==> config.mk <==
export PLATFORM = sky130hd
export DESIGN_NAME = ctu_unit
export DESIGN_NICKNAME = d
export VERILOG_FILES = /design/src/ctu_pkg.sv /design/src/ctu_angle_rom.sv /design/src/ctu_unit.sv
export VERILOG_INCLUDE_DIRS = /design/src
export SDC_FILE = /design/constraint.sdc
export NUM_CORES = 2
export LEC_CHECK = 0
export ABC_CLOCK_PERIOD_IN_PS = 21800
export BUFFER_PORTS_ARGS = -buffer_cell sky130_fd_sc_hd__buf_2
export CORE_UTILIZATION = 70
export CTS_CLUSTER_SIZE = 24
export DETAILED_ROUTE_END_ITERATION = 8
export GPL_ROUTABILITY_DRIVEN = 0
export PLACE_DENSITY_LB_ADDON = 0.15
export REMOVE_ABC_BUFFERS = 1
export SYNTH_ARGS = -nofsm -noshare
export SYNTH_HDL_FRONTEND = slang
export SYNTH_SLANG_ARGS = --single-unit
==> constraint.sdc <==
create_clock -name CORE_CLK_I -period 21.8 [get_ports CORE_CLK_I]
set_input_delay 1.09 -clock CORE_CLK_I [delete_from_list [all_inputs] [get_ports CORE_CLK_I]]
set_output_delay 1.09 -clock CORE_CLK_I [all_outputs]
set_load 0.005 [all_outputs]
==> src/ctu_cfg.svh <==
// Constants of the trigonometric and hyperbolic function unit
`ifndef CTU_CFG_SVH
`define CTU_CFG_SVH

// Data widths: 16-bit registers, two guard bits below and two headroom bits above
`define CTU_DW          16
`define CTU_GUARD       2
`define CTU_IW          20
`define CTU_IDXW        4

// Function field bit positions
`define CTU_FN_ROT      0
`define CTU_FN_SCL      1
`define CTU_FN_HYP      2

// Gain constants, 15 fraction bits (octal 0.46672 and octal 1.15217)
`define CTU_KW          18
`define CTU_K_FRAC      15
`define CTU_K_CIRC      18'h04DBA
`define CTU_K_HYP       18'h09A8F

// Binary angle encoding quadrant steps
`define CTU_ANG_0       16'h0000
`define CTU_ANG_90      16'h4000
`define CTU_ANG_180     16'h8000

// Iteration schedule
`define CTU_CIRC_FIRST  4'h0
`define CTU_HYP_FIRST   4'h1
`define CTU_LAST_IDX    4'hF
`define CTU_HYP_REP_A   4'h4
`define CTU_HYP_REP_B   4'hD

// Saturation limits of a 16-bit result
`define CTU_SAT_POS     16'h7FFF
`define CTU_SAT_NEG     16'h8000
`define CTU_ZERO16      16'h0000

// Reset value of the whole state record
`define CTU_RST_REGS    '0

`endif

==> src/ctu_pkg.sv <==
// Types of the trigonometric and hyperbolic function unit
`include "ctu_cfg.svh"

package ctu_pkg;

  typedef enum logic [1:0] {
    CTU_ST_IDLE  = 2'b00,
    CTU_ST_RUN   = 2'b01,
    CTU_ST_SCALE = 2'b10
  } ctu_state_t;

  typedef enum logic [2:0] {
    CTU_FN_CIRC_VEC     = 3'b000,
    CTU_FN_CIRC_ROT     = 3'b001,
    CTU_FN_CIRC_VEC_SCL = 3'b010,
    CTU_FN_CIRC_ROT_SCL = 3'b011,
    CTU_FN_HYP_VEC      = 3'b100,
    CTU_FN_HYP_ROT      = 3'b101,
    CTU_FN_HYP_VEC_SCL  = 3'b110,
    CTU_FN_HYP_ROT_SCL  = 3'b111
  } ctu_func_t;

  // Operands as read from three consecutive general registers
  typedef struct packed {
    ctu_func_t               func;
    logic [`CTU_DW-1:0]      y;
    logic [`CTU_DW-1:0]      x;
    logic [`CTU_DW-1:0]      w;
  } ctu_req_t;

  // Results for the same three registers
  typedef struct packed {
    logic [`CTU_DW-1:0]      y;
    logic [`CTU_DW-1:0]      x;
    logic [`CTU_DW-1:0]      w;
  } ctu_res_t;

  typedef struct packed {
    ctu_state_t              state;
    ctu_func_t               func;
    logic [`CTU_IW-1:0]      y;
    logic [`CTU_IW-1:0]      x;
    logic [`CTU_DW-1:0]      z;
    logic [`CTU_IDXW-1:0]    idx;
    logic                    rep;
    logic                    busy;
    logic                    done;
    ctu_res_t                res;
  } ctu_regs_t;

endpackage : ctu_pkg

==> src/ctu_angle_rom.sv <==
// Elementary angle table: arctangent in binary angle units, inverse tanh with 13 fraction bits
`include "ctu_cfg.svh"

module ctu_angle_rom
  import ctu_pkg::*;
(
  input  wire logic [`CTU_IDXW-1:0] idx_i,
  input  wire logic                 hyp_i,
  output logic      [`CTU_DW-1:0]   ang_o
);

  logic [`CTU_DW-1:0] circ_ang;
  logic [`CTU_DW-1:0] hyp_ang;

  always_comb begin
    case (idx_i)
      4'h0:    circ_ang = 16'h2000;
      4'h1:    circ_ang = 16'h12E4;
      4'h2:    circ_ang = 16'h09FB;
      4'h3:    circ_ang = 16'h0511;
      4'h4:    circ_ang = 16'h028B;
      4'h5:    circ_ang = 16'h0146;
      4'h6:    circ_ang = 16'h00A3;
      4'h7:    circ_ang = 16'h0051;
      4'h8:    circ_ang = 16'h0029;
      4'h9:    circ_ang = 16'h0014;
      4'hA:    circ_ang = 16'h000A;
      4'hB:    circ_ang = 16'h0005;
      4'hC:    circ_ang = 16'h0003;
      4'hD:    circ_ang = 16'h0001;
      4'hE:    circ_ang = 16'h0001;
      default: circ_ang = 16'h0000;
    endcase
  end

  // Index 0 never occurs in hyperbolic mode, the series diverges there
  always_comb begin
    case (idx_i)
      4'h1:    hyp_ang = 16'h1194;
      4'h2:    hyp_ang = 16'h082C;
      4'h3:    hyp_ang = 16'h0405;
      4'h4:    hyp_ang = 16'h0201;
      4'h5:    hyp_ang = 16'h0100;
      4'h6:    hyp_ang = 16'h0080;
      4'h7:    hyp_ang = 16'h0040;
      4'h8:    hyp_ang = 16'h0020;
      4'h9:    hyp_ang = 16'h0010;
      4'hA:    hyp_ang = 16'h0008;
      4'hB:    hyp_ang = 16'h0004;
      4'hC:    hyp_ang = 16'h0002;
      4'hD:    hyp_ang = 16'h0001;
      4'hE:    hyp_ang = 16'h0001;
      default: hyp_ang = 16'h0000;
    endcase
  end

  assign ang_o = hyp_i ? hyp_ang : circ_ang;

endmodule : ctu_angle_rom

==> src/ctu_unit.sv <==
// Iterative trigonometric and hyperbolic vector/rotate unit of the central processor
//
// Functional notes
// - Code 0: circular vector, raw gain magnitude
// - Code 1: circular rotate, raw gain, angle cleared
// - Code 2: circular vector, true magnitude
// - Code 3: circular rotate, gain corrected
// - Rotate radius on x gives sine, cosine
// - Code 4: hyperbolic vector, raw gain magnitude
// - Code 5: hyperbolic rotate, raw gain, sign-dependent
// - Code 6: hyperbolic vector, gain corrected
// - Code 7: hyperbolic rotate, gain corrected
// - Three consecutive registers: y, x, angle
// - Coordinates 16-bit two's complement, sign point
// - Circular angle is 16-bit binary angle
`include "ctu_cfg.svh"

module ctu_unit
  import ctu_pkg::*;
(
  input  wire logic     CORE_CLK_I,
  input  wire logic     RSTN_I,
  input  wire logic     START_I,
  input  wire ctu_req_t REQ_I,
  output ctu_res_t      RES_O,
  output logic          DONE_O,
  output logic          BUSY_O
);

  ctu_regs_t st_r;
  ctu_regs_t st_nxt;

  // Operand widening and mode decode
  logic [`CTU_IW-1:0]         in_y;
  logic [`CTU_IW-1:0]         in_x;
  logic                       in_hyp;
  logic                       in_rot;
  logic                       cur_hyp;
  logic                       cur_rot;
  logic                       cur_scl;

  // Iteration datapath
  logic [`CTU_IW-1:0]         sh_x;
  logic [`CTU_IW-1:0]         sh_y;
  logic [`CTU_DW-1:0]         step_ang;
  logic                       dir_pos;
  logic [`CTU_IW-1:0]         iter_x;
  logic [`CTU_IW-1:0]         iter_y;
  logic [`CTU_DW-1:0]         iter_z;
  logic                       step_hold;
  logic                       step_last;

  // Gain correction
  logic [`CTU_KW-1:0]         gain_k;
  logic [`CTU_IW+`CTU_KW-1:0] mul_x;
  logic [`CTU_IW+`CTU_KW-1:0] mul_y;
  logic [`CTU_IW+`CTU_KW-1:0] mul_k;
  logic [`CTU_IW+`CTU_KW-1:0] prod_x;
  logic [`CTU_IW+`CTU_KW-1:0] prod_y;
  logic [`CTU_IW-1:0]         fin_x;
  logic [`CTU_IW-1:0]         fin_y;

  // Drop the guard bits; clip rather than wrap when the gain pushes past full scale
  function automatic logic [`CTU_DW-1:0] ctu_sat(input logic [`CTU_IW-1:0] v);
    logic [`CTU_DW-1:0] r;
    r = v[`CTU_DW+`CTU_GUARD-1:`CTU_GUARD];
    if (v[`CTU_IW-1:`CTU_DW+`CTU_GUARD-1] != {3{v[`CTU_IW-1]}}) begin
      r = v[`CTU_IW-1] ? `CTU_SAT_NEG : `CTU_SAT_POS;
    end
    return r;
  endfunction : ctu_sat

  // Sign point sits above bit 14, so the value widens by sign extension
  assign in_y    = {{`CTU_GUARD{REQ_I.y[`CTU_DW-1]}}, REQ_I.y, {`CTU_GUARD{1'b0}}};
  assign in_x    = {{`CTU_GUARD{REQ_I.x[`CTU_DW-1]}}, REQ_I.x, {`CTU_GUARD{1'b0}}};
  // Function code bits: hyperbolic, gain corrected, rotate
  assign in_hyp  = REQ_I.func[`CTU_FN_HYP];
  assign in_rot  = REQ_I.func[`CTU_FN_ROT];

  assign cur_hyp = st_r.func[`CTU_FN_HYP];
  assign cur_rot = st_r.func[`CTU_FN_ROT];
  assign cur_scl = st_r.func[`CTU_FN_SCL];

  ctu_angle_rom u_rom (
    .idx_i (st_r.idx),
    .hyp_i (cur_hyp),
    .ang_o (step_ang)
  );

  // Arithmetic shift keeps negative coordinates negative
  assign sh_x = $signed(st_r.x) >>> st_r.idx;
  assign sh_y = $signed(st_r.y) >>> st_r.idx;

  // Rotate drives the residual angle to zero, vector drives y to zero
  assign dir_pos = cur_rot ? ~st_r.z[`CTU_DW-1] : st_r.y[`CTU_IW-1];

  always_comb begin
    if (cur_hyp) begin
      iter_x = dir_pos ? (st_r.x + sh_y) : (st_r.x - sh_y);
    end else begin
      iter_x = dir_pos ? (st_r.x - sh_y) : (st_r.x + sh_y);
    end
  end

  assign iter_y = dir_pos ? (st_r.y + sh_x) : (st_r.y - sh_x);
  assign iter_z = dir_pos ? (st_r.z - step_ang) : (st_r.z + step_ang);

  // Hyperbolic steps 4 and 13 run twice, otherwise the series does not converge
  assign step_hold = cur_hyp && !st_r.rep &&
                     ((st_r.idx == `CTU_HYP_REP_A) || (st_r.idx == `CTU_HYP_REP_B));
  assign step_last = (st_r.idx == `CTU_LAST_IDX) && !step_hold;

  // Unscaled codes leave the raw iteration gain; scaled codes multiply it back out
  assign gain_k = cur_hyp ? `CTU_K_HYP : `CTU_K_CIRC;
  // Both factors are sign-extended to the product width, so the multiply neither pads nor drops
  assign mul_x  = {{`CTU_KW{st_r.x[`CTU_IW-1]}}, st_r.x};
  assign mul_y  = {{`CTU_KW{st_r.y[`CTU_IW-1]}}, st_r.y};
  assign mul_k  = {{`CTU_IW{gain_k[`CTU_KW-1]}}, gain_k};
  assign prod_x = $signed(mul_x) * $signed(mul_k);
  assign prod_y = $signed(mul_y) * $signed(mul_k);
  // Truncation, not rounding: a corrected result may sit an LSB or two low
  assign fin_x  = cur_scl ? prod_x[`CTU_K_FRAC+`CTU_IW-1:`CTU_K_FRAC] : st_r.x;
  assign fin_y  = cur_scl ? prod_y[`CTU_K_FRAC+`CTU_IW-1:`CTU_K_FRAC] : st_r.y;

  always_comb begin
    st_nxt      = st_r;
    st_nxt.done = 1'b0;
    case (st_r.state)
      CTU_ST_IDLE: begin
        // A start while busy cannot happen here; all eight codes are legal
        if (START_I) begin
          st_nxt.state = CTU_ST_RUN;
          st_nxt.func  = REQ_I.func;
          st_nxt.busy  = 1'b1;
          st_nxt.rep   = 1'b0;
          st_nxt.x     = in_x;
          st_nxt.y     = in_y;
          st_nxt.idx   = in_hyp ? `CTU_HYP_FIRST : `CTU_CIRC_FIRST;
          if (in_hyp) begin
            // Hyperbolic vector starts from zero angle, rotate from w
            st_nxt.z = in_rot ? REQ_I.w : `CTU_ANG_0;
          end else if (in_rot) begin
            // Fold the second and third quadrants by a quarter turn first
            case (REQ_I.w[`CTU_DW-1:`CTU_DW-2])
              2'b01: begin
                st_nxt.x = -in_y;
                st_nxt.y = in_x;
                st_nxt.z = REQ_I.w - `CTU_ANG_90;
              end
              2'b10: begin
                st_nxt.x = in_y;
                st_nxt.y = -in_x;
                st_nxt.z = REQ_I.w + `CTU_ANG_90;
              end
              default: begin
                st_nxt.z = REQ_I.w;
              end
            endcase
          end else begin
            // A vector in the left half plane is flipped; 180 degrees reads negative
            if (in_x[`CTU_IW-1]) begin
              st_nxt.x = -in_x;
              st_nxt.y = -in_y;
              st_nxt.z = `CTU_ANG_180;
            end else begin
              st_nxt.z = `CTU_ANG_0;
            end
          end
        end
      end
      CTU_ST_RUN: begin
        st_nxt.x = iter_x;
        st_nxt.y = iter_y;
        st_nxt.z = iter_z;
        // A repeated hyperbolic step keeps its index for one more pass
        if (step_hold) begin
          st_nxt.rep = 1'b1;
        end else begin
          st_nxt.rep = 1'b0;
          st_nxt.idx = st_r.idx + 4'h1;
        end
        if (step_last) begin
          st_nxt.state = CTU_ST_SCALE;
          st_nxt.idx   = st_r.idx;
        end
      end
      CTU_ST_SCALE: begin
        // All three registers update on the same edge as the done pulse
        st_nxt.res.x = ctu_sat(fin_x);
        st_nxt.res.y = cur_rot ? ctu_sat(fin_y) : `CTU_ZERO16;
        st_nxt.res.w = cur_rot ? `CTU_ZERO16 : st_r.z;
        st_nxt.done  = 1'b1;
        st_nxt.busy  = 1'b0;
        st_nxt.state = CTU_ST_IDLE;
      end
      default: begin
        // An unused state code falls back to the reset record
        st_nxt = `CTU_RST_REGS;
      end
    endcase
  end

  // Reset clears the results as well, so software never reads a stale record
  always_ff @(posedge CORE_CLK_I or negedge RSTN_I) begin
    if (!RSTN_I) begin
      st_r <= `CTU_RST_REGS;
    end else begin
      st_r <= st_nxt;
    end
  end

  // Outputs are taken straight from the state record flops
  assign RES_O  = st_r.res;
  assign DONE_O = st_r.done;
  assign BUSY_O = st_r.busy;

endmodule : ctu_unit

# Yosys cells after proc, flatten, opt, wreduce, memory -nomap -nowiden
# Memories as Yosys holds them, arrays and structs flattened.
# Index checks and enable logic that the tools add are counted.
[totals]
regBits = 116
mem_count = 2
mem_bits_ro = 432
wordCells = 95
input_bits = 54
output_inout_bits = 50
[memory_table]
columns = ["name", "words", "word_bits", "rd", "rd_ports_with_merged_regs", "wr", "line", "rtl"]
rows = [
  ["(no name shown)", 16, 14, 1, 0, 0, "ctu_angle_rom.sv:16", "case (idx_i)"],
  ["(no name shown)", 16, 13, 1, 0, 0, "ctu_angle_rom.sv:38", "case (idx_i)"],
]
[classes]
n_shift = 2
reduce_logical = 14
n_mul = 2
addsub = 11
n_eq_ne = 13
n_mux = 35
bitwise_logic = 4
[op_table]
columns = ["cell", "n"]
rows = [
  ["$mux W16", 12],
  ["$pmux W61 S3", 1],
  ["$mux W20", 6],
  ["$pmux W49 S2", 1],
  ["$mux W40", 2],
  ["$pmux W40 S2", 1],
  ["$mul A20 B17 Y35", 2],
  ["$mux W67", 1],
  ["$mux W56", 1],
  ["$add A20 B20 Y20", 2],
  ["$neg A20 Y20", 2],
  ["$sshr A20 B4 Y20", 2],
  ["$sub A20 B20 Y20", 2],
  ["$pmux W16 S2", 1],
  ["$add A16 B15 Y16 const B", 1],
  ["$add A16 B16 Y16", 1],
  ["$sub A16 B15 Y16 const B", 1],
  ["$sub A16 B16 Y16", 1],
  ["$eq A4 B4 Y1 const B", 2],
  ["$mux W4", 2],
  ["$ne A2 B2 Y1 const B", 4],
  ["$reduce_and A2 Y1", 4],
  ["$pmux W3 S2", 1],
  ["$add A4 B1 Y4 const B", 1],
  ["15 further kinds", 27],
]

# Logic depth before layout (Yosys ltp)
[depth]
ltp_word = 7
ltp_mapped = 33
mapped_depth_nobuf = 26

# Cells and area by module
# Synthesis repeated with hierarchy kept, for this count alone.
[unflattened]
cells_unflattened = 3603
area_unflattened_um2 = 31084.8
[modules_own_cells]
columns = ["module", "cells_each", "seq_area_each_um2", "n_inst", "area_per_inst_um2"]
rows = [
  ["ctu_unit", 3537, 2902.8, 1, 30610.6],
  ["ctu_angle_rom", 66, 0.0, 1, 474.2],
]

# Worst setup path before layout
# OpenSTA, ideal clock, no wires.
[synth_timing]
kind = "reg2reg"
start = "register st_r (netlist bit cur_hyp)"
end = "register st_r (netlist bit RES_O[36])"
required_ps = 21663
path_slack_ps = 13096
stages_incl_launch_ff = 32
setup_ps = 137
arrival_ps = 8567
path_cell_list = "dfrtp_1 clkbuf_1 clkbuf_1 buf_1 clkbuf_1 clkbuf_1 clkbuf_1 nand2_1 inv_1 fa_1 inv_1 fa_1 fa_1 inv_1 fa_1 fa_1 inv_1 fa_1 inv_1 ha_1 and3_1 and4_1 and4_1 a21bo_2 o21ai_2 o21a_1 o211ai_1 a2111oi_0 or3b_1 clkbuf_1 buf_2 o221ai_1"
[synth_between]
elab_chain_cells = 7
[synth_lines]
columns = ["item", "line", "rtl"]
rows = [
  ["start: declaration", "ctu_unit.sv:30", "ctu_regs_t st_r;"],
  ["start signal: assignment", "ctu_unit.sv:206", "st_r <= `CTU_RST_REGS;"],
  ["start signal: assignment", "ctu_unit.sv:208", "st_r <= st_nxt;"],
  ["$mux W16 (no line) (*)", "--", ""],
  ["$mul A20 B17 Y35 (*)", "ctu_unit.sv:120", "assign prod_y = $signed(mul_y) * $signed(mul_k);"],
  ["$mux W20 (*)", "ctu_unit.sv:123", "assign fin_y = cur_scl ? prod_y[`CTU_K_FRAC+`CTU_IW-1:`CTU_K_FRAC] : st_r.y;"],
  ["$ne A2 B2 Y1 or $mux W16 (tied branches)", "--", ""],
  ["$mux W16 (*)", "ctu_unit.sv:67", "if (v[`CTU_IW-1:`CTU_DW+`CTU_GUARD-1] != {3{v[`CTU_IW-1]}}) begin"],
  ["$mux W16 (no line) (*)", "--", ""],
  ["$pmux W49 S2 (*)", "ctu_unit.sv:128", "case (st_r.state)"],
]
# Mark *: on every way between the ends. The rest lies on a longest branch, timed or not.
# A chain may end at the register's enable or synchronous reset.

# Worst setup path after layout
# Ends and elaborated chain as after synthesis.

==> results_tabular.tex <==
\begin{tabular}{lr}
\hline
Metric & Value \\
\hline
\multicolumn{2}{l}{\textbf{Status}} \\
Result of the run & finished clean \\
\multicolumn{2}{l}{\textbf{Clocking}} \\
H-tree lvl count & 4 \\
Largest buffer count on any clock path & 2 \\
Post-CTS resize count & 0 \\
Quantity of hold-fixing buffers added after cts & 0 \\
Clock Root Buffer & sky130\_fd\_sc\_hd\_\_clkbuf\_16 \\
Number of sinks handled by clock tree synthesis & 116 \\
Post CTS Setup Buffer Count & 0 \\
Clock transition time at the flip-flop clock pins of the worst setup and hold paths & 0.07 ns \\
Worst skew pair latency & 0.50 ns \\
CTS tree & yes \\
CTS buffer count & 17 \\
\multicolumn{2}{l}{\textbf{STA}} \\
Final critical delay including setup and external delays & 9.18 ns \\
Final critical-path share of the clock period & 0.421 \\
Number of hold violations in the final report & 0 \\
Transition at the pin with the smallest max-transition slack & 1.16 ns \\
Number of max-slew violations in the final report & 0 \\
Final setup margin & 12.62 ns \\
Summed negative setup slack over all endpoints & 0 ns \\
Maximum clock frequency & 109 MHz \\
Setup violators final & 0 \\
Worst relative slew slack & 0.203 \\
Unrepaired setup endpoints after global routing & false \\
Post-route clock skew & 0.0144 ns \\
\multicolumn{2}{l}{\textbf{Route}} \\
Routed WL per cell & 21.0 µm \\
Antenna-violating nets left & 0 \\
Via count & 25,800 \\
Initial DRC Count & 2,843 \\
Vias per cell & 6.27 \\
Count of unresolved DRC violations after routing & 0 \\
First-pass detailed-route iteration total & 6 \\
Total wire length after detailed routing & 86,100 µm \\
\multicolumn{2}{l}{\textbf{Critical path}} \\
Worst reg-to-reg path cell count & 23 \\
Ordered cell list for the critical path & nand2\_1, inv\_1, fa\_1, inv\_1, fa\_1, fa\_1, inv\_1, fa\_1, fa\_1, inv\_1, fa\_1, inv\_1, ha\_1, and3\_1, and4\_1, and4\_1, a21bo\_2, o21ai\_2, o211ai\_1, o211ai\_1, mux2i\_1, nand2b\_1, o221ai\_1 \\
Slack of the worst reg-to-reg path & 12.62 ns \\
Critical path class & register to register \\
Critical path origin & cur\_hyp\$\_DFFE\_PN0P\_ \\
Element type at the critical path start & register \\
Start of the worst register-to-register path & cur\_hyp\$\_DFFE\_PN0P\_ \\
Highest cell delay on the worst timing path & 0.99 ns \\
Maximum net fanout on the critical path & 49 \\
Crit path required time & 22.20 ns \\
Worst Path Arrival & 9.58 ns \\
Crit. End Element & register \\
Reg2Reg Capture Point & RES\_O[36]\$\_DFFE\_PN0P\_ \\
Critical path's slowest cell & sky130\_fd\_sc\_hd\_\_mux2i\_1 \\
Critical Path Most Common Cell & sky130\_fd\_sc\_hd\_\_fa\_1 \\
Crit path to & RES\_O[36]\$\_DFFE\_PN0P\_ \\
\multicolumn{2}{l}{\textbf{Cells and area}} \\
Filler Cell Count & 3,239 \\
FF+latch area & 2910 µm² \\
Final core utilization & 0.738 \\
Most common cell after layout, fill and taps aside & sky130\_fd\_sc\_hd\_\_inv\_1 \\
Synthesis-to-layout area growth & 3.48\% \\
Combined area of the multi-input logic cells & 24,400 µm² \\
Post-route design area & 31,800 µm² \\
Post-layout net count & 4,362 \\
Ratio of cells with drive above 1 in the final layout & 0.0673 \\
Most frequent cells in the layout & 661 x sky130\_fd\_sc\_hd\_\_inv\_1, 470 x sky130\_fd\_sc\_hd\_\_fa\_1, 330 x sky130\_fd\_sc\_hd\_\_ha\_1, 306 x sky130\_fd\_sc\_hd\_\_nand2\_1, 199 x sky130\_fd\_sc\_hd\_\_nor2\_1 \\
\multicolumn{2}{l}{\textbf{Yosys}} \\
Primary FF master, synth & sky130\_fd\_sc\_hd\_\_dfrtp\_1 \\
Area share of the largest cell type after synthesis & 0.306 \\
Share of the yosys chip area belonging to registers & 0.0943 \\
Async set-or-reset flop fraction in the synthesized netlist & 1.00 \\
Synthesized area & 30,800 µm² \\
Cell type with the largest total area after synthesis & sky130\_fd\_sc\_hd\_\_fa\_1 \\
EDFF count, synth & 0 \\
FF+latch count, synth & 116 \\
Number of warning messages in the yosys log & 0 \\
Number of distinct library cells after synthesis & 88 \\
Mean post-synth cell area & 8.64 µm² \\
Cell types with the largest area share after synthesis & sky130\_fd\_sc\_hd\_\_fa\_1 31\%, sky130\_fd\_sc\_hd\_\_ha\_1 13\%, sky130\_fd\_sc\_hd\_\_dfrtp\_1 9.4\% \\
Cells after Synth & 3,560 \\
\multicolumn{2}{l}{\textbf{Floorplan}} \\
Height of the chip & 212 µm \\
Number of top-level design ports & 104 \\
Die ar. & 44,800 µm² \\
Starting utilization of the core area & 0.713 \\
Count of standard-cell rows & 76 \\
Horizontal die dimension & 212 µm \\
Std-Cell Core Area & 43,200 µm² \\
\multicolumn{2}{l}{\textbf{Placement}} \\
Area post-placement & 31,300 µm² \\
Port Buffers & 103 \\
Worst slack after detailed placement & 12.76 ns \\
HPWL after detailed placement & 68,800 µm \\
\multicolumn{2}{l}{\textbf{GRT}} \\
Via count of the first global-routing pass & 26,500 \\
Initial antenna violation count & 4 \\
Wire length of the first global-routing pass & 138,000 µm \\
Pin count of the biggest net entering global routing & 75 \\
All-layer global routing usage & 0.402 \\
Sum of overflow across all layers after global routing & 0 \\
\multicolumn{2}{l}{\textbf{Worst hold path}} \\
Worst hold path type & register to register \\
Hold path start & RES\_O[47]\$\_DFFE\_PN0P\_ \\
\multicolumn{2}{l}{\textbf{Job}} \\
Maximum Capacitance Violations & 0 \\
\hline
\end{tabular}
==> synthesized netlist by cell type, types with 54 or more instances <==
master	number
sky130_fd_sc_hd__ha_1	330
sky130_fd_sc_hd__nor3_1	60
sky130_fd_sc_hd__dfrtp_1	116
sky130_fd_sc_hd__clkbuf_1	160
sky130_fd_sc_hd__nand2_1	307
sky130_fd_sc_hd__nor2_1	200
sky130_fd_sc_hd__o21ai_0	151
sky130_fd_sc_hd__a21oi_1	191
sky130_fd_sc_hd__mux2i_1	56
sky130_fd_sc_hd__nand2b_1	54
sky130_fd_sc_hd__fa_1	470
sky130_fd_sc_hd__xnor2_1	119
sky130_fd_sc_hd__inv_1	661
==> critical path: cells and delay by family, from the launching register on <==
kind	cells	cell delay (ns)
flip-flops	1	0.96
AO/OA/AOI/OAI	5	1.25
multiplexers	1	0.99
buffers and inverters	5	1.12
adder cells (fa/ha/maj)	7	3.25
AND/OR/NAND/NOR	5	1.48
==> routing by layer <==
layer / part of all wire / track usage / vias to the layer above
met3: 0.099 / 0.0808 / 314
li1: - / - / 11400
met2: 0.46 / 0.636 / 1462
met5: 0 / 0 / -
met4: 0.052 / 0.198 / 0
met1: 0.39 / 0.530 / 12600
==> registers in the layout (all words and copies together) (netlist names) <==
name	cells
RES_O	48
cur_scl	1
cur_rot	1
cur_hyp	1
BUSY_O	1
st_r	23
DONE_O	1
mul_x	20
mul_y	20
==> cell families after synthesis <==
family | count (synthesis) | share of synthesized area
buffers and inverters | 904 | 0.118
adder cells (fa/ha/maj) | 800 | 0.440
AND/OR/NAND/NOR | 795 | 0.119
AO/OA/AOI/OAI | 688 | 0.146
XOR/XNOR | 169 | 0.0481
flip-flops | 116 | 0.0943
multiplexers | 86 | 0.0348
other | 2 | 0.000244
==> area by class of cell <==
cell class | instances | area share
Antenna cell | 4 | 0.000314
Clock inverter | 13 | 0.00424
Multi-Input combinational cell | 2583 | 0.767
Sequential cell | 116 | 0.0914
Inverter | 664 | 0.0783
Tap cell | 585 | 0.0230
Clock buffer | 19 | 0.0139
Timing Repair Buffer | 126 | 0.0218
==> per-stage QoR <==
stage / hold WS [ns] / cells
final: 0.496 / 4110
after global routing: 0.516 / 4110
after CTS: 0.496 / 4106
after detailed placement: 0.469 / 4074
after global placement: 0.457 / 4074
after floorplan: 0.440 / 3363
==> worst min path at each step <==
stage,end,cells past startpoint
2_1_floorplan,st_r[50]$_DFFE_PN0P_,2
3_3_place_gp,RES_O[47]$_DFFE_PN0P_,1
3_5_place_dp,RES_O[47]$_DFFE_PN0P_,1
4_1_cts,RES_O[47]$_DFFE_PN0P_,1
5_1_grt,RES_O[5]$_DFFE_PN0P_,1
6_report,RES_O[47]$_DFFE_PN0P_,1
Power is left out: the tool's default activity adds up to more than one toggle a clock period on the data nets, which glitch-free logic cannot reach.
